--- config.mk ---
export PLATFORM = sky130hd
export DESIGN_NAME = fcoc_top
export DESIGN_NICKNAME = d
export VERILOG_FILES = /design/src/shared/fcoc_pkg.sv /design/src/fcoc_otp_bits.sv /design/src/fcoc_spi_shift.sv /design/src/fcoc_top.sv
export SDC_FILE = /design/constraint.sdc
export NUM_CORES = 1
export LEC_CHECK = 0
export BUFFER_PORTS_ARGS = -buffer_cell sky130_fd_sc_hd__buf_2
export CORE_MARGIN = 2
export CORE_UTILIZATION = 45
export CTS_CLUSTER_SIZE = 16
export DETAILED_ROUTE_END_ITERATION = 10
export PLACE_DENSITY = 0.7
export SLEW_MARGIN = 20
export SYNTH_ARGS = -nofsm -noshare
export SYNTH_HDL_FRONTEND = slang
export SYNTH_SLANG_ARGS = --single-unit
--- constraint.sdc ---
create_clock -name CLOCK -period 6.3 [get_ports CLOCK]
set_input_delay 0.945 -clock CLOCK [delete_from_list [all_inputs] [get_ports CLOCK]]
set_output_delay 0.945 -clock CLOCK [all_outputs]
set_load 0.05 [all_outputs]
--- src/shared/fcoc_pkg.sv ---
// What this block does
// - soft and hardware resets copy stored options into working copy, RST clears it
// - stored option bits program once, never back
// - both registers served by generic read/write opcodes
// - bits 7:6 reserved, stored copy erased zero
// - bit 5 enables blank check before erase
// - failed previous erase means unconditional erase
// - zero found starts erase, blank skips it
// - blank check covers parameter, sector, bulk erase
// - check disabled: erase starts at once if engine idle and no reload comes with it
// - 256 mode: load address wraps to zero
// - bit 3 removes the 4-kB parameter sectors
// - working bit 3 read-only, mirrors stored bit unless a reload meets a stored write
// - bit 2: 30h resume, else clear status
// - bit 1: D8h/DCh erase 256 kB else 64 kB
// - bit 0 enables F0h reset, else ignored
// - 66h then 99h always resets
package fcoc_pkg;

	// ****************************************
	// command opcodes
	// ****************************************
	localparam logic [7:0] OP_READ_ANY      = 8'h65;
	localparam logic [7:0] OP_WRITE_ANY     = 8'h71;
	localparam logic [7:0] OP_PAGE_PROG     = 8'h02;
	localparam logic [7:0] OP_PARAM_ERASE   = 8'h20;
	localparam logic [7:0] OP_SECT_ERASE    = 8'hD8;
	localparam logic [7:0] OP_SECT_ERASE_4B = 8'hDC;
	localparam logic [7:0] OP_BULK_ERASE    = 8'h60;
	localparam logic [7:0] OP_BULK_ERASE_2  = 8'hC7;
	localparam logic [7:0] OP_CLR_RESUME    = 8'h30;
	localparam logic [7:0] OP_LEGACY_RESET  = 8'hF0;
	localparam logic [7:0] OP_RESET_ENABLE  = 8'h66;
	localparam logic [7:0] OP_RESET         = 8'h99;

	// ****************************************
	// register map and fields
	// ****************************************
	localparam logic [23:0] ADDR_OPT_NV      = 24'h000004;
	localparam logic [23:0] ADDR_OPT_WORK    = 24'h800004;
	localparam logic [7:0]  OPT_NV_RESET     = 8'h00;
	localparam logic [7:0]  OPT_WORK_RESET   = 8'h00;
	localparam logic [7:0]  OPT_DEFINED_MASK = 8'h3F;
	localparam logic [7:0]  OPT_WORK_WR_MASK = 8'h37;
	localparam int          OPT_BLANK_CHECK  = 5;
	localparam int          OPT_PAGE_WRAP    = 4;
	localparam int          OPT_PARAM_DIS    = 3;
	localparam int          OPT_RESUME_SEL   = 2;
	localparam int          OPT_BLOCK_SIZE   = 1;
	localparam int          OPT_LEGACY_RST   = 0;
	localparam logic [1:0]  ADDR_LAST_BYTE   = 2'd2;
	localparam logic [7:0]  BUF_LAST_256     = 8'hFF;
	localparam logic [7:0]  READ_UNMAPPED    = 8'h00;

	// ****************************************
	// types
	// ****************************************
	typedef enum logic [1:0] {
		FCOC_ST_IDLE = 2'b00,
		FCOC_ST_ADDR = 2'b01,
		FCOC_ST_DATA = 2'b11,
		FCOC_ST_HOLD = 2'b10
	} fcoc_cmd_state_e;

	typedef enum logic {
		FCOC_ER_IDLE = 1'b0,
		FCOC_ER_SCAN = 1'b1
	} fcoc_erase_state_e;

	typedef enum logic [1:0] {
		FCOC_EK_PARAM  = 2'b00,
		FCOC_EK_SECTOR = 2'b01,
		FCOC_EK_BULK   = 2'b10
	} fcoc_erase_kind_e;

	typedef enum logic [1:0] {
		FCOC_SEL_NONE = 2'b00,
		FCOC_SEL_NV   = 2'b01,
		FCOC_SEL_WORK = 2'b10
	} fcoc_reg_sel_e;

endpackage

--- src/fcoc_otp_bits.sv ---
`timescale 1ns/100ps
`default_nettype none
module fcoc_otp_bits (
	// clock and reset
	input  wire logic       clk,
	input  wire logic       rst,
	// programming
	input  wire logic       prog,
	input  wire logic [7:0] prog_data,
	input  wire logic [7:0] prog_mask,
	// stored value
	output logic      [7:0] q
);
	import fcoc_pkg::*;

	genvar i;
	generate
		for (i = 0; i < 8; i++) begin : g_bit
			// a bit only ever moves away from its erased zero
			always_ff @(posedge clk or posedge rst) begin
				if (rst) begin
					q[i] <= OPT_NV_RESET[i];
				end else if (prog && prog_mask[i] && prog_data[i]) begin
					q[i] <= 1'b1;
				end
			end
		end
	endgenerate

	otp_no_clear_a: assert property (
		@(posedge clk) disable iff (rst)
		(q & $past(q)) == $past(q)
	) else $error("programmed option bit returned to erased state");

	otp_reserved_a: assert property (
		@(posedge clk) disable iff (rst)
		q[7:6] == 2'b00
	) else $error("reserved stored option bit set");
endmodule
`default_nettype wire

--- src/fcoc_spi_shift.sv ---
`timescale 1ns/100ps
`default_nettype none
module fcoc_spi_shift (
	// clock and reset
	input  wire logic       clk,
	input  wire logic       rst,
	// serial pins, mode 0, sampled on clk
	input  wire logic       sck,
	input  wire logic       cs_n,
	input  wire logic       si,
	output logic            so,
	output logic            so_oe,
	// byte side
	input  wire logic [7:0] tx_byte,
	output logic      [7:0] rx_byte,
	output logic            rx_valid,
	output logic            cs_rise
);
	logic       sck_q;
	logic       cs_q;
	logic [2:0] cnt_q;
	logic [6:0] rx_sh_q;
	logic [7:0] tx_q;
	logic       sck_up;
	logic       sck_dn;

	assign sck_up  = sck && !sck_q && !cs_n;
	assign sck_dn  = !sck && sck_q && !cs_n;
	assign cs_rise = cs_n && !cs_q;
	assign so      = tx_q[7];
	assign so_oe   = !cs_n;

	always_ff @(posedge clk or posedge rst) begin
		if (rst) begin
			sck_q <= 1'b0;
			cs_q  <= 1'b1;
		end else begin
			sck_q <= sck;
			cs_q  <= cs_n;
		end
	end

	always_ff @(posedge clk or posedge rst) begin
		if (rst) begin
			cnt_q    <= 3'd0;
			rx_sh_q  <= 7'h00;
			rx_byte  <= 8'h00;
			rx_valid <= 1'b0;
		end else begin
			rx_valid <= 1'b0;
			if (cs_n) begin
				cnt_q <= 3'd0;
			end else if (sck_up) begin
				rx_sh_q <= {rx_sh_q[5:0], si};
				cnt_q   <= cnt_q + 3'd1;
				if (cnt_q == 3'd7) begin
					rx_byte  <= {rx_sh_q, si};
					rx_valid <= 1'b1;
				end
			end
		end
	end

	// reply byte is taken at the falling edge that closes a byte
	always_ff @(posedge clk or posedge rst) begin
		if (rst) begin
			tx_q <= 8'h00;
		end else if (cs_n) begin
			tx_q <= 8'h00;
		end else if (sck_dn) begin
			if (cnt_q == 3'd0) begin
				tx_q <= tx_byte;
			end else begin
				tx_q <= {tx_q[6:0], 1'b0};
			end
		end
	end

	byte_strobe_a: assert property (
		@(posedge clk) disable iff (rst)
		rx_valid |-> $past(sck_up) && $past(cnt_q) == 3'd7
	) else $error("byte strobe without eighth edge");
endmodule
`default_nettype wire

--- src/fcoc_top.sv ---
`timescale 1ns/100ps
`default_nettype none
module fcoc_top (
	// clock and reset
	input  wire logic                   CLOCK,
	input  wire logic                   RST,
	input  wire logic                   HW_RESET,
	// serial host pins
	input  wire logic                   SCK,
	input  wire logic                   CS_N,
	input  wire logic                   SI,
	output logic                        SO,
	output logic                        SO_OE,
	// working option levels
	output logic                        BLANK_CHECK_ENABLE,
	output logic                        PAGE_BUF_WRAP_SEL,
	output logic                        PARAM_SECTOR_DISABLE,
	output logic                        RESUME_OPCODE_SEL,
	output logic                        BLOCK_ERASE_SIZE_SEL,
	output logic                        LEGACY_RESET_ENABLE,
	// command pulses
	output logic                        SOFT_RESET,
	output logic                        CLEAR_STATUS,
	output logic                        PROG_ERASE_RESUME,
	// page buffer load
	output logic                        BUF_WE,
	output logic [8:0]                  BUF_ADDR,
	output logic [7:0]                  BUF_DATA,
	// erase engine
	output logic                        ERASE_START,
	output fcoc_pkg::fcoc_erase_kind_e  ERASE_KIND,
	output logic [23:0]                 ERASE_ADDR,
	output logic                        ERASE_SKIPPED,
	output logic                        BLANK_SCAN_REQ,
	input  wire logic                   SECTOR_ERASE_OK,
	input  wire logic                   SCAN_ZERO_FOUND,
	input  wire logic                   SCAN_BLANK
);
	import fcoc_pkg::*;

	// ****************************************
	// decode helpers
	// ****************************************
	function automatic fcoc_reg_sel_e reg_sel(input logic [23:0] a);
		if (a == ADDR_OPT_NV) begin
			reg_sel = FCOC_SEL_NV;
		end else if (a == ADDR_OPT_WORK) begin
			reg_sel = FCOC_SEL_WORK;
		end else begin
			reg_sel = FCOC_SEL_NONE;
		end
	endfunction

	function automatic logic is_erase(input logic [7:0] op);
		is_erase = (op == OP_PARAM_ERASE) || (op == OP_SECT_ERASE) ||
			(op == OP_SECT_ERASE_4B) || (op == OP_BULK_ERASE) || (op == OP_BULK_ERASE_2);
	endfunction

	function automatic logic has_addr(input logic [7:0] op);
		has_addr = (op == OP_READ_ANY) || (op == OP_WRITE_ANY) || (op == OP_PAGE_PROG) ||
			(op == OP_PARAM_ERASE) || (op == OP_SECT_ERASE) || (op == OP_SECT_ERASE_4B);
	endfunction

	// ****************************************
	// serial shifter and stored options
	// ****************************************
	logic [7:0] rx_byte;
	logic       rx_valid;
	logic       cs_rise;
	logic [7:0] rd_data_q;
	logic [7:0] wdata_q;
	logic [7:0] nv_bits;
	logic [7:0] work_q;
	logic       nv_prog;

	fcoc_spi_shift u_shift (
		.clk      (CLOCK),
		.rst      (RST),
		.sck      (SCK),
		.cs_n     (CS_N),
		.si       (SI),
		.so       (SO),
		.so_oe    (SO_OE),
		.tx_byte  (rd_data_q),
		.rx_byte  (rx_byte),
		.rx_valid (rx_valid),
		.cs_rise  (cs_rise)
	);

	fcoc_otp_bits u_otp (
		.clk       (CLOCK),
		.rst       (RST),
		.prog      (nv_prog),
		.prog_data (wdata_q),
		.prog_mask (OPT_DEFINED_MASK),
		.q         (nv_bits)
	);

	// ****************************************
	// command framing
	// ****************************************
	fcoc_cmd_state_e state_q;
	logic [7:0]      cmd_q;
	logic [23:0]     addr_q;
	logic [1:0]      addr_cnt_q;
	logic            wdata_vld_q;
	logic            exec;
	logic            addr_done;
	fcoc_reg_sel_e   wr_sel;

	assign exec      = cs_rise && (state_q != FCOC_ST_IDLE);
	assign addr_done = rx_valid && (state_q == FCOC_ST_ADDR) && (addr_cnt_q == ADDR_LAST_BYTE);
	assign wr_sel    = reg_sel(addr_q);
	assign nv_prog   = exec && (cmd_q == OP_WRITE_ANY) && wdata_vld_q &&
		(wr_sel == FCOC_SEL_NV);

	always_ff @(posedge CLOCK or posedge RST) begin
		if (RST) begin
			state_q    <= FCOC_ST_IDLE;
			cmd_q      <= 8'h00;
			addr_q     <= 24'h000000;
			addr_cnt_q <= 2'd0;
		end else if (CS_N) begin
			state_q    <= FCOC_ST_IDLE;
			addr_cnt_q <= 2'd0;
		end else if (rx_valid) begin
			case (state_q)
				FCOC_ST_IDLE: begin
					cmd_q   <= rx_byte;
					state_q <= has_addr(rx_byte) ? FCOC_ST_ADDR : FCOC_ST_HOLD;
				end
				FCOC_ST_ADDR: begin
					addr_q     <= {addr_q[15:0], rx_byte};
					addr_cnt_q <= addr_cnt_q + 2'd1;
					if (addr_cnt_q == ADDR_LAST_BYTE) begin
						state_q <= FCOC_ST_DATA;
					end
				end
				FCOC_ST_DATA: state_q <= FCOC_ST_DATA;
				FCOC_ST_HOLD: state_q <= FCOC_ST_HOLD;
				default: state_q <= FCOC_ST_IDLE;
			endcase
		end
	end

	// only the first data byte of a register write counts
	always_ff @(posedge CLOCK or posedge RST) begin
		if (RST) begin
			wdata_q     <= 8'h00;
			wdata_vld_q <= 1'b0;
		end else if (state_q == FCOC_ST_IDLE) begin
			wdata_vld_q <= 1'b0;
		end else if (rx_valid && (state_q == FCOC_ST_DATA) && (cmd_q == OP_WRITE_ANY) &&
			!wdata_vld_q) begin
			wdata_q     <= rx_byte;
			wdata_vld_q <= 1'b1;
		end
	end

	// ****************************************
	// register read path
	// ****************************************
	always_ff @(posedge CLOCK or posedge RST) begin
		if (RST) begin
			rd_data_q <= READ_UNMAPPED;
		end else if (addr_done || (rx_valid && state_q == FCOC_ST_DATA)) begin
			case (reg_sel(addr_done ? {addr_q[15:0], rx_byte} : addr_q))
				FCOC_SEL_NV:   rd_data_q <= nv_bits & OPT_DEFINED_MASK;
				FCOC_SEL_WORK: rd_data_q <= work_q & OPT_DEFINED_MASK;
				default:       rd_data_q <= READ_UNMAPPED;
			endcase
		end
	end

	// ****************************************
	// working option copy
	// ****************************************
	logic reload;
	logic soft_rst_q;

	assign reload = soft_rst_q || HW_RESET;

	always_ff @(posedge CLOCK or posedge RST) begin
		if (RST) begin
			work_q <= OPT_WORK_RESET;
		end else if (reload) begin
			work_q <= nv_bits & OPT_DEFINED_MASK;
		end else if (nv_prog) begin
			// parameter-sector bit follows its stored bit only
			work_q[OPT_PARAM_DIS] <= nv_bits[OPT_PARAM_DIS] | wdata_q[OPT_PARAM_DIS];
		end else if (exec && (cmd_q == OP_WRITE_ANY) && wdata_vld_q &&
			(wr_sel == FCOC_SEL_WORK)) begin
			work_q <= (work_q & ~OPT_WORK_WR_MASK) | (wdata_q & OPT_WORK_WR_MASK);
		end
	end

	assign BLANK_CHECK_ENABLE   = work_q[OPT_BLANK_CHECK];
	assign PAGE_BUF_WRAP_SEL    = work_q[OPT_PAGE_WRAP];
	assign PARAM_SECTOR_DISABLE = work_q[OPT_PARAM_DIS];
	assign RESUME_OPCODE_SEL    = work_q[OPT_RESUME_SEL];
	assign BLOCK_ERASE_SIZE_SEL = work_q[OPT_BLOCK_SIZE];
	assign LEGACY_RESET_ENABLE  = work_q[OPT_LEGACY_RST];

	// ****************************************
	// single-byte commands and resets
	// ****************************************
	logic armed_q;
	logic clr_q;
	logic resume_q;

	// any completed command other than 66h disarms the pair
	always_ff @(posedge CLOCK or posedge RST) begin
		if (RST) begin
			armed_q    <= 1'b0;
			soft_rst_q <= 1'b0;
			clr_q      <= 1'b0;
			resume_q   <= 1'b0;
		end else begin
			soft_rst_q <= 1'b0;
			clr_q      <= 1'b0;
			resume_q   <= 1'b0;
			if (exec && state_q == FCOC_ST_HOLD) begin
				armed_q <= (cmd_q == OP_RESET_ENABLE);
				if (cmd_q == OP_RESET && armed_q) begin
					soft_rst_q <= 1'b1;
				end
				if (cmd_q == OP_LEGACY_RESET && work_q[OPT_LEGACY_RST]) begin
					soft_rst_q <= 1'b1;
				end
				if (cmd_q == OP_CLR_RESUME) begin
					resume_q <= work_q[OPT_RESUME_SEL];
					clr_q    <= !work_q[OPT_RESUME_SEL];
				end
			end else if (exec) begin
				armed_q <= 1'b0;
			end
		end
	end

	assign SOFT_RESET        = soft_rst_q;
	assign CLEAR_STATUS      = clr_q;
	assign PROG_ERASE_RESUME = resume_q;

	// ****************************************
	// page buffer loading
	// ****************************************
	logic [8:0] ptr_q;
	logic [8:0] ptr_next;

	assign ptr_next = work_q[OPT_PAGE_WRAP] ? ptr_q + 9'd1 :
		{1'b0, ptr_q[7:0] + 8'd1};

	always_ff @(posedge CLOCK or posedge RST) begin
		if (RST) begin
			ptr_q    <= 9'h000;
			BUF_WE   <= 1'b0;
			BUF_ADDR <= 9'h000;
			BUF_DATA <= 8'h00;
		end else begin
			BUF_WE <= 1'b0;
			if (addr_done && cmd_q == OP_PAGE_PROG) begin
				ptr_q <= work_q[OPT_PAGE_WRAP] ? {addr_q[0], rx_byte} :
					{1'b0, rx_byte};
			end else if (rx_valid && state_q == FCOC_ST_DATA && cmd_q == OP_PAGE_PROG) begin
				BUF_WE   <= 1'b1;
				BUF_ADDR <= ptr_q;
				BUF_DATA <= rx_byte;
				ptr_q    <= ptr_next;
			end
		end
	end

	// ****************************************
	// erase launch with blank check
	// ****************************************
	fcoc_erase_state_e er_state_q;
	logic              erase_kick;

	// sector kinds need their address, bulk needs none
	assign erase_kick = exec && is_erase(cmd_q) &&
		(state_q == FCOC_ST_DATA || state_q == FCOC_ST_HOLD);

	always_ff @(posedge CLOCK or posedge RST) begin
		if (RST) begin
			er_state_q    <= FCOC_ER_IDLE;
			ERASE_START   <= 1'b0;
			ERASE_SKIPPED <= 1'b0;
			ERASE_KIND    <= FCOC_EK_PARAM;
			ERASE_ADDR    <= 24'h000000;
		end else begin
			ERASE_START   <= 1'b0;
			ERASE_SKIPPED <= 1'b0;
			case (er_state_q)
				FCOC_ER_IDLE: begin
					if (erase_kick && !reload) begin
						ERASE_ADDR <= addr_q;
						if (cmd_q == OP_PARAM_ERASE) begin
							ERASE_KIND <= FCOC_EK_PARAM;
						end else if (cmd_q == OP_SECT_ERASE || cmd_q == OP_SECT_ERASE_4B) begin
							ERASE_KIND <= FCOC_EK_SECTOR;
						end else begin
							ERASE_KIND <= FCOC_EK_BULK;
						end
						if (work_q[OPT_BLANK_CHECK] && SECTOR_ERASE_OK) begin
							er_state_q <= FCOC_ER_SCAN;
						end else begin
							ERASE_START <= 1'b1;
						end
					end
				end
				FCOC_ER_SCAN: begin
					if (reload) begin
						er_state_q <= FCOC_ER_IDLE;
					end else if (SCAN_ZERO_FOUND) begin
						ERASE_START <= 1'b1;
						er_state_q  <= FCOC_ER_IDLE;
					end else if (SCAN_BLANK) begin
						ERASE_SKIPPED <= 1'b1;
						er_state_q    <= FCOC_ER_IDLE;
					end
				end
				default: er_state_q <= FCOC_ER_IDLE;
			endcase
		end
	end

	assign BLANK_SCAN_REQ = (er_state_q == FCOC_ER_SCAN);

	// ****************************************
	// checks
	// ****************************************
	reload_copy_a: assert property (
		@(posedge CLOCK) disable iff (RST)
		reload && !nv_prog |=> work_q == (nv_bits & OPT_DEFINED_MASK)
	) else $error("working copy not loaded from stored copy");

	param_mirror_a: assert property (
		@(posedge CLOCK) disable iff (RST)
		##1 work_q[OPT_PARAM_DIS] == nv_bits[OPT_PARAM_DIS]
	) else $error("parameter-sector bit differs from stored bit");

	reserved_zero_a: assert property (
		@(posedge CLOCK) disable iff (RST)
		work_q[7:6] == 2'b00 && rd_data_q[7:6] == 2'b00
	) else $error("reserved option bit visible");

	direct_erase_a: assert property (
		@(posedge CLOCK) disable iff (RST)
		erase_kick && !reload && er_state_q == FCOC_ER_IDLE && !work_q[OPT_BLANK_CHECK]
		|=> ERASE_START && !BLANK_SCAN_REQ
	) else $error("erase without blank check did not start");

	failed_erase_a: assert property (
		@(posedge CLOCK) disable iff (RST)
		erase_kick && !reload && er_state_q == FCOC_ER_IDLE && !SECTOR_ERASE_OK
		|=> ERASE_START
	) else $error("sector with failed erase not erased");

	blank_skip_a: assert property (
		@(posedge CLOCK) disable iff (RST)
		BLANK_SCAN_REQ && !reload && !SCAN_ZERO_FOUND && SCAN_BLANK
		|=> ERASE_SKIPPED && !ERASE_START && !BLANK_SCAN_REQ
	) else $error("blank sector not skipped");

	wrap_256_a: assert property (
		@(posedge CLOCK) disable iff (RST)
		BUF_WE && !PAGE_BUF_WRAP_SEL |-> BUF_ADDR[8] == 1'b0 &&
			(BUF_ADDR[7:0] != BUF_LAST_256 || ptr_q == 9'h000)
	) else $error("buffer load did not wrap at 256");

	legacy_ignore_a: assert property (
		@(posedge CLOCK) disable iff (RST)
		exec && state_q == FCOC_ST_HOLD && cmd_q == OP_LEGACY_RESET && !LEGACY_RESET_ENABLE
		|=> !SOFT_RESET
	) else $error("disabled legacy reset acted");

	pair_reset_a: assert property (
		@(posedge CLOCK) disable iff (RST)
		exec && state_q == FCOC_ST_HOLD && cmd_q == OP_RESET && armed_q
		|=> SOFT_RESET ##1 work_q == (nv_bits & OPT_DEFINED_MASK)
	) else $error("reset pair did not reset");

	decode_30_a: assert property (
		@(posedge CLOCK) disable iff (RST)
		exec && state_q == FCOC_ST_HOLD && cmd_q == OP_CLR_RESUME
		|=> PROG_ERASE_RESUME == $past(RESUME_OPCODE_SEL) && CLEAR_STATUS != PROG_ERASE_RESUME
	) else $error("30h decoded wrongly");
endmodule
`default_nettype wire

Yosys cells after proc, flatten, opt, wreduce, memory -nomap -nowiden:

Cells that the tools add are included.

* add/subtract/negate cells: 4
* eq/ne operators: 32
* mux-type cells: 62
* bitwise logic cells: 6
* reductions and logical operators: 72

Operator list (count)
* == test 8 bit (second input constant): 7
* == test 24 bit (second input constant): 2
* == test 24 x 3 -> 1 bit (second input constant): 2
* == test 8 x 7 -> 1 bit (second input constant): 5
* 2-to-1 mux 8 bit: 5
* 2-to-1 mux 9 bit: 4
* logical AND 1 bit: 30
* 2-to-1 mux 1 bit: 30
* 2-to-1 mux 2 bit: 14
* == test 8 x 6 -> 1 bit (second input constant): 3
* 2-to-1 mux 24 bit: 1
* nonzero test 2 bit: 9
* == test 8 x 2 -> 1 bit (second input constant): 2
* AND reduction 2 bit: 7
* logical OR 1 bit: 13
* case mux 6 bit (2 select lines): 1
* == test 2 bit (second input constant): 5
* adder 9 x 1 -> 9 bit (second input constant): 1
* 2-to-1 mux 3 bit: 3
* AND reduction 3 bit: 3
* adder 8 x 1 -> 8 bit (second input constant): 1
* bitwise OR 8 x 6 -> 8 bit: 1
* case mux 2 bit (4 select lines): 1
* logical NOT 1 bit: 7
* other kinds (13): 19

* register bits: 154
* input bits: 9
* output and inout port bits: 58
* word-level logic and storage cells: 211

Logic depth before layout (Yosys ltp):

* word-level depth: 10
* depth in mapped cells: 8
* mapped depth without buffers: 7

Modules after synthesis:

Synthesis repeated with hierarchy kept, for this count alone.

* cells, all modules: 563
* area total of the unflattened synthesis: 6777.8 µm²

Modules (own cells, without submodules)
* fcoc_top: times used 1, cells an instance 461, area each 5290.1 µm², sequential area each 2927.8 µm²
* fcoc_spi_shift: times used 1, cells an instance 84, area each 1202.4 µm², sequential area each 726.9 µm²
* fcoc_otp_bits: times used 1, cells an instance 18, area each 285.3 µm², sequential area each 200.2 µm²

Least setup slack after synthesis:

Ideal clock, no wire load.

* path type: input to register
* from: in CS_N
* to: reg ERASE_ADDR[10]
* library setup time: 125 ps
* arrival: 2619 ps
* data required time: 6175 ps
* setup slack: 3556 ps
* cell stages on the path: 8
* path buffers: 3
* cell sequence: clkbuf_1 -> and2b_2 -> nand2_1 -> or3_1 -> or2_2 -> buf_2 -> buf_2 -> mux2_2

* cells in the longest elaborated chain, start to end: 6

RTL lines
* start, declared: line fcoc_top.sv:10 `input wire logic CS_N,`
* logical AND 1 bit: line fcoc_spi_shift.sv:29 `assign cs_rise = cs_n && !cs_q;`
* logical AND 1 bit: line fcoc_top.sv:111 `assign exec = cs_rise && (state_q != FCOC_ST_IDLE);`
* logical AND 1 bit (2 in series): line fcoc_top.sv:280 `assign erase_kick = exec && is_erase(cmd_q) &&`
* logical AND 1 bit: line fcoc_top.sv:295 `if (erase_kick && !reload) begin`
* AND reduction 2 bit (no source line)
* end signal, assigned: line fcoc_top.sv:296 `ERASE_ADDR <= addr_q;`
* end, declared: line fcoc_top.sv:32 `output logic [23:0] ERASE_ADDR,`

Every way passes these cells.
A chain may end at the register's enable or synchronous reset.

Final worst setup path:

* from: reg cmd_q[3]
* to: reg ptr_q[2]

* cells in the longest elaborated chain, start to end: 3
* elaborated cells on any way between the ends: 5
* classes of those cells: 1 x eq/ne; 1 x mux; 3 x reduce/logical

RTL lines
* start, declared: line fcoc_top.sv:103 `logic [7:0] cmd_q;`
* start signal, assigned: line fcoc_top.sv:129 `cmd_q <= rx_byte;`
* == test 8 x 2 -> 1 bit *: line fcoc_top.sv:261, fcoc_top.sv:264
* logical AND 1 bit (on tied branches): line fcoc_top.sv:261, fcoc_top.sv:264
* 2-to-1 mux 9 bit or nonzero test 2 bit (tied branches)
* end signal, assigned: line fcoc_top.sv:262 `ptr_q <= work_q[OPT_PAGE_WRAP] ? {addr_q[0], rx_byte} :`
* end signal, assigned: line fcoc_top.sv:268 `ptr_q <= ptr_next;`
* end, declared: line fcoc_top.sv:247 `logic [8:0] ptr_q;`

Mark *: on every way between the ends. The rest lies on a longest branch, timed or not.

==> reports/qor.yml <==
finish:
  area_growth_pct: 16.6
  instances_no_fill: 826
  fill_cells: 1213
  diodes: 0
  fin_area_mm2: 0.00764
  mostFrequentLayoutCells: "dfrtp_1 (149), nand2_1 (82), mux2_2 (72), buf_2 (66), nor2_1 (28)"
  nNetsFinal: 643
  final_common_cell: "dfrtp_1"
  drive_gt1_share_pct: 30.7
place:
  place_ws_ns: 3.11
  gp_congestion: 0.829
  dp.final_hpwl_um: 9810
  dp.cells: 794
  dpl_cell_area_mm2: 0.00703
  portBuffers: 66
clock_tree:
  holdBufCountCts: 0
  clk_pin_slew_ns: 0.06
  cts_root_buffer: "clkbuf_16"
  cts_tree: "yes"
  cts_resized: 0
  clock_sinks: 150
  cts_buffers: 17
  clk_latency_ns: 0.43
  clock_path_buffers: 2
  cts_max_level: 4
  postCtsSetupRepairBufs: 0
power_and_ir_drop:
  vdd_drop_max_mv: 0.189
  pwr-share-seq_pct: 48.1
  p_int_uw: 1610
  swShare_pct: 23.3
  p_switching_uw: 489
  p_comb_share_pct: 3.7
  p_clk_share_pct: 48.1
  leakagePower_uw: 0.00395
  p_per_area_mw_per_mm2: 274
setup_path:
  endpoint_kind: "register"
  r2r-start: "cmd_q[3]"
  arrival_ns: 3.35
  cp.required_ns: 6.59
  cpPeakStageDelay_ns: 0.82
  crit_buf_inv: 1
  crit_path_cell_trace: "or4b_2 -> or4_1 -> inv_2 -> nor2_1 -> o21ai_0 -> o211ai_1"
  crit_family: "simple AND/OR/NAND/NOR gates"
  crit_type: "register to register"
  crit_path_start_kind: "register"
  critPathSlowestCell: "or4_1"
  crit_fanout: 26
  crit_start: "cmd_q[3]"
yosys:
  synth_cells: 568
  synth_seq_cells: 150
  ys.flop_type: "dfrtp_1"
  synth_area_leaders: "dfrtp_1 (57%), mux2_2 (12%), nand2_1 (4.7%)"
  synth_edf_count: 0
  synth_area_mm2: 0.00655
  synth_top_area_share_pct: 56.9
  yosysWarningCount: 0
  syn-num-nets: 582
  syn_area_per_cell_um2: 11.5
  synth.largest_area_cell: "dfrtp_1"
  synth_cell_types: 61
  ys_seq_area_share_pct: 57.3
  synthArstFlopShare_pct: 100
global_routing:
  grt_usage_pct: 18.9
  antenna_found_initial: 0
  grt_pass1_vias: 4581
  grt_util_met1_pct: 26.3
  grt_max_degree: 105
  busiest_layer: "met2"
  grt_use_met3_pct: 3.95
  grtUsageMet2_pct: 29.3
  overflow: 0
  grt_pass1_wl_um: 23500
sta:
  fin_crit_sh_pct: 48.5
  hold_viol: 0
  finalSetupViolCount: 0
  slew_violations: 0
  fmax_mhz: 327
  rsz0062_at_grt: "false"
  clock_skew_ns: 0.00800
  max_slew_margin_pct: 30.3
  fin_tns_setup_ns: 0
  min_period_ns: 3.06
  finalWorstSetupSlack_ns: 3.24
  worst_pin_slew_ns: 1.04
hold_path:
  hold_class: "register to register"
  holdCritStartpoint: "BUF_ADDR[7]"
floorplanning:
  die_w_um: 125
  die_y_um: 125
  placementRows: 44
  initial_core_util_pct: 45.6
  core_mm2: 0.0144
  die_area_mm2: 0.0155
  io_pins: 67
detailed_routing:
  ant_nets: 0
  wl_um: 14100
  dr.pass1.iters: 5
  vias_per_cell: 5.50
  vias: 4545
  drt_iter0_markers: 324
  drt-wirelength-per-cell_um: 17.1
  drc: 0
run_status:
  status: "completed"
run:
  maxCapViolations: 0
==> flip-flops by register name, summed over array words and instances (netlist names), 6 cells and up <==
signal / count
work_q: 6
BUF_DATA: 8
addr_q: 24
u_otp.q: 6
cmd_q: 8
rd_data_q: 6
wdata_q: 6
ERASE_ADDR: 24
ptr_q: 9
u_shift.rx_sh_q: 7
BUF_ADDR: 9
u_shift.tx_q: 8
u_shift.rx_byte: 8
==> area by class of cell <==
class | count | area (um^2) | area share [%]
sequential | 150 | 3750 | 49.2
multi-input combinational | 372 | 2630 | 34.4
clock buffer | 17 | 425 | 5.57
timing repair buffer | 70 | 360 | 4.72
tap | 184 | 230 | 3.01
clock inverter | 15 | 169 | 2.21
inverter | 18 | 72.6 | 0.950
==> cell usage after synthesis, types with 3 or more instances <==
master	instances
nand4_1	4
nand2_1	82
ha_1	5
dfrtp_1	149
mux2i_1	12
nor4b_1	3
and3_1	8
nor2_1	28
or2_2	5
o21bai_1	3
buf_2	4
a32oi_1	5
o31ai_1	3
or4_4	3
xnor2_1	3
a21oi_1	11
o211ai_1	8
clkbuf_1	21
nand3_1	19
and4b_1	4
nor4_1	6
nand4b_1	3
nor3_1	9
inv_1	17
nor2b_1	3
a21o_1	12
mux2_2	72
o21ai_0	24
==> per-layer routing <==
| layer | part of all wire (%) | wire length (um) |
|---|---|---|
| met1 | 46 | 6540 |
| met2 | 48 | 6790 |
| met3 | 4.1 | 579 |
| met4 | 1.4 | 191 |
| met5 | 0 | 0 |
==> cell families (layout without fill, tap and decap cells) <==
family,Yosys count,after routing,synth area share [%]
DFF,150,150,57.3
AOI/OAI and AO/OA,81,81,8.27
xor gates and xnor gates,4,4,0.535
muxes,84,84,14.2
and+or+nand+nor,198,198,15.9
buffers and inverters,46,120,2.81
adders and majority gates,5,5,0.955
==> final timing paths <==
kind	to	slack [ns]	depth (start not counted)
worst max-delay path	ptr_q[2]	3.24	6
worst min-delay path	BUF_ADDR[7]	0.47	2
min in group asynchronous	BUF_DATA[3]	0.72	2
worst max register to register	ptr_q[2]	3.24	6
max in group asynchronous	ERASE_ADDR[5]	4.41	3
worst min register to register	BUF_ADDR[7]	0.47	2
==> power groups by stage <==
stage	Sequential [uW]	Combinational (uW)	Clock [uW]
after floorplan	1030	52.1	0
after global placement	1020	76.7	0
after detailed placement	1030	79.8	0
after CTS	1010	80.0	1020
after global routing	1010	87.2	1070
final	1010	78.1	1010
==> per-stage QoR <==
step	total power (uW)	utilization [%]	hold slack, ns
final	2100	53.2	0.472
after global routing	2170	53.2	0.487
after CTS	2110	53.1	0.475
after floorplan	1080	-	0.447
after detailed placement	1110	48.9	0.460
after global placement	1100	48.9	0.454
==> worst min-delay path, cell delays in order (launching register included) <==
cell     delay, ns
dfrtp_1       0.34
nand2_1       0.05
nand2_1       0.06
(Power assumes the default switching activity.)
